$ cat src/hw/dcst_pkg.sv
// Constants and types for the DMA credit scheduler table
package dcst_pkg;
  localparam int          DCST_WORDS        = 64;
  localparam int          DCST_SLOTS        = 4;
  localparam int          DCST_CHAN_W       = 4;
  localparam logic [11:0] DCST_CTRL_OFFSET  = 12'h000;
  localparam logic [11:0] DCST_TABLE_OFFSET = 12'h100;
  localparam int          DCST_ENABLE_BIT   = 31;
  localparam int          DCST_LAST_LSB     = 0;
  localparam int          DCST_LAST_W       = 8;
  localparam int          DCST_DIR_POS      = 7;
  localparam int          DCST_CHAN_LSB     = 0;
  localparam logic [31:0] DCST_WORD_RESET   = 32'h00000000;
  localparam logic [31:0] DCST_CTRL_RESET   = 32'h00000000;
  localparam logic        DCST_DIR_TX       = 1'b0;
  localparam logic        DCST_DIR_RX       = 1'b1;
  typedef enum logic [1:0] {DCST_IDLE, DCST_FETCH, DCST_OFFER} dcst_state_type;
endpackage

$ cat src/hw/dcst_scheduler.sv
// DMA credit scheduler table with APB register slave
// Behaviour
// [RULE1] Table of 64 software-written 32-bit words, index 0 to 63.
// [RULE2] Each word holds four independent entries, 256 entries total.
// [RULE3] Entry k in byte k: direction at bit 8k+7, channel in low nibble.
// [RULE4] Direction 0 means transmit, 1 means receive.
// [RULE5] Four-bit channel field picks the channel given the credit.
// [RULE6] Transmit entry credits exactly the stored transmit channel.
// [RULE7] Receive entry credits the receive FIFO tied to the channel.
// [RULE8] Shared receive FIFO credit carries the FIFO head channel number.
// [RULE9] Direction and channel write-only reset zero; reserved bits read zero.
// [RULE10] While enable bit 31 is clear, no fetch and no credits.
// [RULE11] Last-entry code n in bits 7-0 gives n+1 valid entries.
// [RULE12] Software fills the table before setting enable.
// [RULE13] Entries visited ascending from 0 to last, then wrap to 0.
//
// Local design decisions: the placing of the registers and the APB interface to the registers.
`timescale 1ns/100ps
`default_nettype none
module dcst_scheduler
  import dcst_pkg::*;
#(
  parameter int WORDS  = DCST_WORDS,
  parameter int CHAN_W = DCST_CHAN_W
) (
  input  wire logic              ref_clk,        // Clock 50 MHz
  input  wire logic              rst,            // Async reset, active high
  input  wire logic              psel,           // APB select
  input  wire logic              penable,        // APB access phase
  input  wire logic              pwrite,         // APB write
  input  wire logic [11:0]       paddr,          // APB byte address
  input  wire logic [31:0]       pwdata,         // APB write data
  output logic      [31:0]       prdata,         // APB read data
  output logic                   pready,         // APB ready
  output logic                   pslverr,        // APB error
  output logic                   creditValid,    // Credit offered
  input  wire logic              creditReady,    // Credit accepted
  output logic                   creditDir,      // 0 transmit, 1 receive
  output logic      [CHAN_W-1:0] creditChannel,  // Credited channel
  output logic      [CHAN_W-1:0] rxFifoQuery,    // Channel whose FIFO is asked
  input  wire logic [CHAN_W-1:0] rxFifoHeadChan  // Head channel of that FIFO
);
  // Table storage and scheduler state
  logic [31:0]       tableMem [WORDS];
  logic [31:0]       ctrlReg;
  logic [7:0]        posReg;
  logic [7:0]        posNext;
  logic              dirReg;
  logic              dirNext;
  logic [CHAN_W-1:0] slotChanReg;
  logic [CHAN_W-1:0] slotChanNext;
  logic [CHAN_W-1:0] chanSel;
  logic [31:0]       prdataReg;
  logic [31:0]       prdataNext;
  logic              errReg;
  logic              errNext;
  dcst_state_type    stateReg;
  dcst_state_type    stateNext;

  // Bus decode
  wire               apbSetup;
  wire               apbAccess;
  wire               hitCtrl;
  wire               hitTable;
  wire               unmapped;
  wire               wrCtrl;
  wire               wrTable;
  wire [11:0]        tableOff;
  wire [5:0]         tableIdx;
  wire [31:0]        ctrlRead;
  wire [31:0]        readMux;

  // Scheduler decode
  wire               enabled;
  wire [7:0]         lastEntry;
  wire [31:0]        curWord;
  wire [7:0]         entryByte;
  wire               atLast;
  wire               fetchNow;
  wire               clearPos;
  wire               handedOff;

  // Byte k of a table word holds entry k
  function automatic logic [7:0] slot_byte(input logic [31:0] w, input logic [1:0] k);
    slot_byte = w[8*k +: 8];
  endfunction

  // Keeps only direction bit and channel nibble; reserved bits stay zero
  function automatic logic [31:0] keep_fields(input logic [31:0] w);
    logic [31:0] m;
    m = '0;
    for (int k = 0; k < DCST_SLOTS; k++) begin
      m[8*k + DCST_DIR_POS]            = w[8*k + DCST_DIR_POS];
      m[8*k + DCST_CHAN_LSB +: CHAN_W] = w[8*k + DCST_CHAN_LSB +: CHAN_W];
    end
    keep_fields = m;
  endfunction

  assign apbSetup  = psel & ~penable;
  assign apbAccess = psel & penable;
  assign hitCtrl   = (paddr == DCST_CTRL_OFFSET);
  assign hitTable  = (paddr >= DCST_TABLE_OFFSET) &&
                     (paddr < DCST_TABLE_OFFSET + 12'(4 * WORDS)) &&
                     (paddr[1:0] == 2'b00);
  assign unmapped  = ~(hitCtrl | hitTable);
  assign wrCtrl    = apbAccess & pwrite & hitCtrl;
  assign wrTable   = apbAccess & pwrite & hitTable;
  assign tableOff  = paddr - DCST_TABLE_OFFSET;
  assign tableIdx  = tableOff[7:2];
  // Only enable and last entry read back; table words are write-only
  assign ctrlRead  = {ctrlReg[DCST_ENABLE_BIT], 23'h000000, lastEntry};
  assign readMux   = hitCtrl ? ctrlRead : 32'h00000000;  // [RULE9]

  assign enabled   = ctrlReg[DCST_ENABLE_BIT];  // [RULE10]
  assign lastEntry = ctrlReg[DCST_LAST_LSB +: DCST_LAST_W];  // [RULE11]
  assign curWord   = tableMem[posReg[7:2]];  // [RULE1]
  assign entryByte = slot_byte(curWord, posReg[1:0]);  // [RULE2] [RULE3]
  assign atLast    = (posReg >= lastEntry);
  assign fetchNow  = (stateReg == DCST_FETCH) & enabled;
  assign clearPos  = (stateReg == DCST_IDLE) & ~enabled;
  assign handedOff = creditValid & creditReady;

  // Wrap after the last valid entry
  assign posNext      = atLast ? 8'h00 : 8'(posReg + 8'h01);  // [RULE11] [RULE13]
  assign dirNext      = entryByte[DCST_DIR_POS];  // [RULE4]
  assign slotChanNext = entryByte[DCST_CHAN_LSB +: CHAN_W];  // [RULE5]
  assign prdataNext   = (apbSetup & ~pwrite) ? readMux : prdataReg;
  assign errNext      = apbSetup & unmapped;

  assign pready        = 1'b1;
  assign prdata        = prdataReg;
  assign pslverr       = errReg;
  assign creditValid   = (stateReg == DCST_OFFER) & enabled;  // [RULE10]
  assign creditDir     = dirReg;
  assign creditChannel = chanSel;
  assign rxFifoQuery   = slotChanReg;  // [RULE7]

  always_comb begin
    stateNext = stateReg;
    case (stateReg)
      DCST_IDLE:  stateNext = enabled ? DCST_FETCH : DCST_IDLE;
      DCST_FETCH: stateNext = enabled ? DCST_OFFER : DCST_IDLE;  // [RULE10]
      DCST_OFFER: begin
        if (!enabled) begin
          stateNext = DCST_IDLE;
        end else if (handedOff) begin
          stateNext = DCST_FETCH;
        end
      end
      default:    stateNext = DCST_IDLE;
    endcase
  end

  always_ff @(posedge ref_clk or posedge rst) begin
    if (rst) begin
      ctrlReg <= DCST_CTRL_RESET;
    end else if (wrCtrl) begin
      ctrlReg <= pwdata;  // [RULE10] [RULE11]
    end
  end

  // One word per register; written values are never read back
  for (genvar w = 0; w < WORDS; w++) begin : gTable
    always_ff @(posedge ref_clk or posedge rst) begin
      if (rst) begin
        tableMem[w] <= DCST_WORD_RESET;  // [RULE9]
      end else if (wrTable && (tableIdx == 6'(w))) begin
        tableMem[w] <= keep_fields(pwdata);  // [RULE1] [RULE3] [RULE9]
      end
    end
  end

  // Read data captured in the setup cycle
  always_ff @(posedge ref_clk or posedge rst) begin
    if (rst) begin
      prdataReg <= 32'h00000000;
    end else begin
      prdataReg <= prdataNext;
    end
  end

  always_ff @(posedge ref_clk or posedge rst) begin
    if (rst) begin
      errReg <= 1'b0;
    end else begin
      errReg <= errNext;
    end
  end

  always_ff @(posedge ref_clk or posedge rst) begin
    if (rst) begin
      stateReg <= DCST_IDLE;
    end else begin
      stateReg <= stateNext;
    end
  end

  always_ff @(posedge ref_clk or posedge rst) begin
    if (rst) begin
      posReg <= 8'h00;
    end else if (clearPos) begin
      posReg <= 8'h00;  // [RULE13]
    end else if (fetchNow) begin
      posReg <= posNext;  // [RULE13]
    end
  end

  always_ff @(posedge ref_clk or posedge rst) begin
    if (rst) begin
      dirReg      <= DCST_DIR_TX;
      slotChanReg <= '0;
    end else if (fetchNow) begin
      dirReg      <= dirNext;  // [RULE4]
      slotChanReg <= slotChanNext;  // [RULE5]
    end
  end

  // Transmit: stored channel; receive: head of the associated FIFO
  always_comb begin
    if (dirReg == DCST_DIR_RX) begin
      chanSel = rxFifoHeadChan;  // [RULE7] [RULE8]
    end else begin
      chanSel = slotChanReg;  // [RULE6]
    end
  end
endmodule // dcst_scheduler
`default_nettype wire

$ cat config.mk
export PLATFORM = sky130hd
export DESIGN_NAME = dcst_scheduler
export DESIGN_NICKNAME = d
export VERILOG_FILES = /design/src/hw/dcst_pkg.sv /design/src/hw/dcst_scheduler.sv
export SDC_FILE = /design/constraint.sdc
export NUM_CORES = 2
export LEC_CHECK = 0
export ABC_CLOCK_PERIOD_IN_PS = 46700
export BUFFER_PORTS_ARGS = -buffer_cell sky130_fd_sc_hd__buf_2
export CAP_MARGIN = 10
export CORE_UTILIZATION = 41
export CTS_CLUSTER_SIZE = 25
export DETAILED_ROUTE_END_ITERATION = 12
export GPL_ROUTABILITY_DRIVEN = 0
export PLACE_DENSITY = 0.6
export SYNTH_ARGS = -nofsm -noshare
export SYNTH_HDL_FRONTEND = slang
export SYNTH_SLANG_ARGS = --single-unit
$ cat constraint.sdc
create_clock -name ref_clk -period 46.7 [get_ports ref_clk]
set_input_delay 2.335 -clock ref_clk [delete_from_list [all_inputs] [get_ports ref_clk]]
set_output_delay 2.335 -clock ref_clk [all_outputs]
set_load 0.01 [all_outputs]
==> metrics.log <==
[metrics] buffers plus inverters on the worst setup path: 6
[metrics] reg-to-reg critical path endpoint: rxFifoQuery[3]
[metrics] final standard cell area without fillers: 66900 um2
[metrics] #FFs+latches synth: 1314
[metrics] Fmax achieved: 0.169 GHz
[metrics] status: completed
[metrics] final global-route overflow total: 0
[metrics] layout cells sized above 1: 42.4%
[metrics] core occupancy in the finished layout: 46.0%
[metrics] Most common cell on crit path: buf_4
[metrics] hpwl dp: 93700 um
[metrics] Core Rows: 140
[metrics] number of DRC violations after detailed routing: 0
[metrics] Initial Utilization: 41.3%
[metrics] nets@finish: 4085
[metrics] Worst slew margin: 12.5%
[metrics] post-synthesis share of cell area spent on xor and xnor gates: 0.0146%
[metrics] dominant combinational cell family by area after synthesis: multiplexers
[metrics] # Post-CTS Setup Buffers: 0
[metrics] Yosys Warn Count: 0
[metrics] IO Count: 98
[metrics] latest clock arrival within the worst-skew pair: 0.77 ns
[metrics] summed instance area of the synthesized netlist: 60100 um2
[metrics] highest-delay cell along the critical path: buf_4
[metrics] per-cell routed wire length: 26.9 um
[metrics] Clock Tree Root: clkbuf_16
[metrics] Avg Inst Size Synth: 14.7 um2
[metrics] category of cells accounting for the largest share of critical-path delay: buffers and inverters
[metrics] Critical R2R Launch: posReg[2]
[metrics] area share of and/or/nand/nor cells after synthesis: 1.84%
[metrics] area of the placeable core: 146000 um2
[metrics] vias per cell: 5.79
[metrics] number of violations of the max-capacitance limit: 0
[metrics] Compound-Gate Fraction of Synth Area: 3.94%
[metrics] post-synthesis share of cell area spent on full adders, half adders and majority gates: 0.187%
[metrics] leakage component of the power: 32.0 nW
[metrics] Post-Place Worst Slack: 39.77 ns
[metrics] asr flop ratio synth: 100%
[metrics] cell total after placement: 5792
[metrics] Worst Setup SP: rst
[metrics] hold slack: 0.458 ns
[metrics] worst endpoint required time: 47.46 ns
[metrics] category of the worst setup path capture point: async pin
[metrics] die span in y: 385 um
[metrics] remaining antenna violation count after routing: 0
[metrics] CP Depth: 6
[metrics] setup slack on the worst flop-to-flop path: 41.39 ns
[metrics] worst reg2reg path depth: 10
[metrics] worst supply voltage drop on vdd: 0.0000350 V
[metrics] width of the die: 385 um
[metrics] Critical Path End: tableMem[2000]
[metrics] Slowest Stage Delay on Critical Path: 0.89 ns
[metrics] number of global-route vias before repair: 35600
[metrics] wire length of the first global-routing pass: 244000 um
[metrics] number of cells produced by synthesis: 4097
[metrics] number of buffers added to fix hold violations after cts: 0
[metrics] final period utilization: 12.7%
[metrics] initial antenna violation count: 16
[metrics] Slew Viols, Final: 0
[metrics] final setup margin: 40.78 ns
[metrics] final cell count without fillers: 6055
[metrics] detailed-router iteration count before antenna repair: 5
[metrics] CP Launch Type: input pin
[metrics] number of enable-type register cells in the synthesized netlist: 0
[metrics] CTS tree: done
[metrics] placed inst area: 62000 um2
[metrics] Final min period: 5.92 ns
[metrics] maximum fanout count along the critical path: 124
[metrics] Clock Sink Count: 1314
[metrics] filler cell count: 12800
[metrics] layout overhead on the synthesized area: 11.3%
[metrics] Hold Path Class: reg2reg
[metrics] type of the setup path with the least slack: in2async
[metrics] largest net degree at the start of global routing: 125
[metrics] DRT iter0 DRCs: 2666
[metrics] clock edge transition at the registers on the reported setup and hold paths: 0.06 ns
[metrics] GR Util All Layers: 22.2%
[metrics] sum of negative setup slack: 0 ns
[metrics] final setup violation count: 0
[metrics] count of different cell masters after synthesis: 51
[metrics] number of clock buffers inserted by TritonCTS: 145
[metrics] total detailed-routing wirelength: 163000 um
[metrics] predominant post-synthesis flop cell: dfrtp_1
[metrics] number of port buffers: 64
[metrics] total via count after detailed routing: 35100
[metrics] worst-case clock skew: 0.0263 ns
[metrics] Data arrival, critical path: 6.67 ns
[metrics] mux contribution to synthesized area: 35.8%
[metrics] Hold Violations, Final: 0
[metrics] Power per Cell Area: 35.6 nW/um2
[metrics] total power: 2.38 mW
[metrics] RSZ-0062 raised after global routing: false
[metrics] cell breakdown of the critical path: buf_2 > inv_8 > buf_4 > buf_4 > buf_4 > buf_4
[metrics] slew of the pin with the lowest slew margin: 1.31 ns
[metrics] Gates resized, CTS repair: 0
[metrics] CTS H-Tree Depth: 4
[metrics] clock buffer depth: 3
[metrics] share of the yosys chip area belonging to registers: 54.7%
[metrics] Die ar.: 148000 um2
-- cell usage after synthesis (10+ instances only) --
library cell,n,area [um2]
nand2_1,123,462
mux2_1,187,2110
mux4_2,204,4590
nand3_1,23,115
nor3_1,12,60.1
mux2i_1,243,2430
a21oi_1,48,240
buf_4,60,450
buf_1,23,86.3
o22ai_1,41,257
a211oi_1,52,390
inv_1,10,37.5
mux2_2,1102,12400
a22oi_1,23,173
dfrtp_1,1314,32900
clkbuf_1,247,927
buf_6,10,113
o21ai_0,62,310
nor2_1,34,128
a221oi_1,47,412
o221ai_1,40,350
buf_2,101,505
-- worst min-delay path by stage --
stage | startpoint | endpoint | slack, ns | depth (start not counted)
after floorplan | tableMem[1952] | tableMem[1952] | 0.46 | 1
after global placement | prdata[3] | prdata[3] | 0.45 | 2
after detailed placement | prdata[6] | prdata[6] | 0.45 | 2
after CTS | prdata[6] | prdata[6] | 0.46 | 2
after global routing | tableMem[1777] | tableMem[1777] | 0.50 | 1
final | prdata[6] | prdata[6] | 0.46 | 2
-- final cells by class --
class | count | area, um2 | share of cell area, %
Antenna cell | 3 | 7.51 | 0.0112
Tap cell | 1917 | 2400 | 3.58
Clock buffer | 213 | 4310 | 6.44
Inverter | 10 | 45.0 | 0.0673
Clock inverter | 47 | 647 | 0.967
Timing Repair Buffer | 197 | 1360 | 2.03
Multi-Input combinational cell | 2354 | 25300 | 37.7
Sequential cell | 1314 | 32900 | 49.2
-- placed cells by master (no fill, tap or decap), drive strengths merged, types with 2 or more instances in the layout --
master	netlist	routed
dfrtp	1314	1314
mux2	1289	1289
mux2i	243	243
clkbuf	247	213
mux4	204	204
buf	194	197
nand2	124	124
o21ai	62	62
a211oi	52	52
a21oi	48	48
a221oi	47	47
o22ai	41	41
o221ai	40	40
nor2	35	35
clkinv	0	26
conb	2	24
nand3	23	23
a22oi	23	23
inv	10	18
bufinv	0	13
nor3	12	12
a31oi	9	9
ha	9	9
a22o	8	8
nand2b	7	7
nor2b	6	6
and3	5	5
or2	5	5
nor3b	4	4
nand4	4	4
o211ai	4	4
diode	0	3
nand3b	3	3
a2111oi	3	3
nor4	3	3
and2	3	3
and3b	2	2
a21o	2	2
a211o	2	2
-- flip-flops by register name (all words and copies together), names as in the netlist --
signal and cells:
stateReg 2, tableMem 1280, pslverr 1, prdata 9
rxFifoQuery 4, ctrlReg 9, creditDir 1, posReg 8
-- cell families (layout without fill, tap and decap cells) --
logic type               after synthesis  in the layout
AND/OR/NAND/NOR                      240            240
buffers and inverters                451            467
adder cells (fa/ha/maj)                9              9
flip-flops                          1314           1314
AO/OA/AOI/OAI                        344            344
XOR/XNOR                               1              1
other                                  2             27
multiplexers                        1736           1736
-- worst register-to-register path, delay by kind of cell, from the launching register on --
family | cells | cell delay [ns]
compound gates | 5 | 2.03
buf+inv | 2 | 1.42
flops | 1 | 0.81
mux | 1 | 0.61
simple gates | 2 | 0.31
-- report_power, final --
part / internal, mW / switching [mW] / leakage [nW]
logic: 0.00632 / 0.0478 / 11.3
clock network: 0.712 / 0.473 / 2.45
registers: 1.14 / 0.000671 / 18.3
-- routing by layer --
layer	GRT usage (%)	vias up	routed length [um]
met2	34.1	839	75200
met1	32.0	19000	74500
met5	0	-	74
met3	4.12	227	8810
met4	6.68	12	4140
li1	-	15000	-
(Power assumes the default switching activity.)
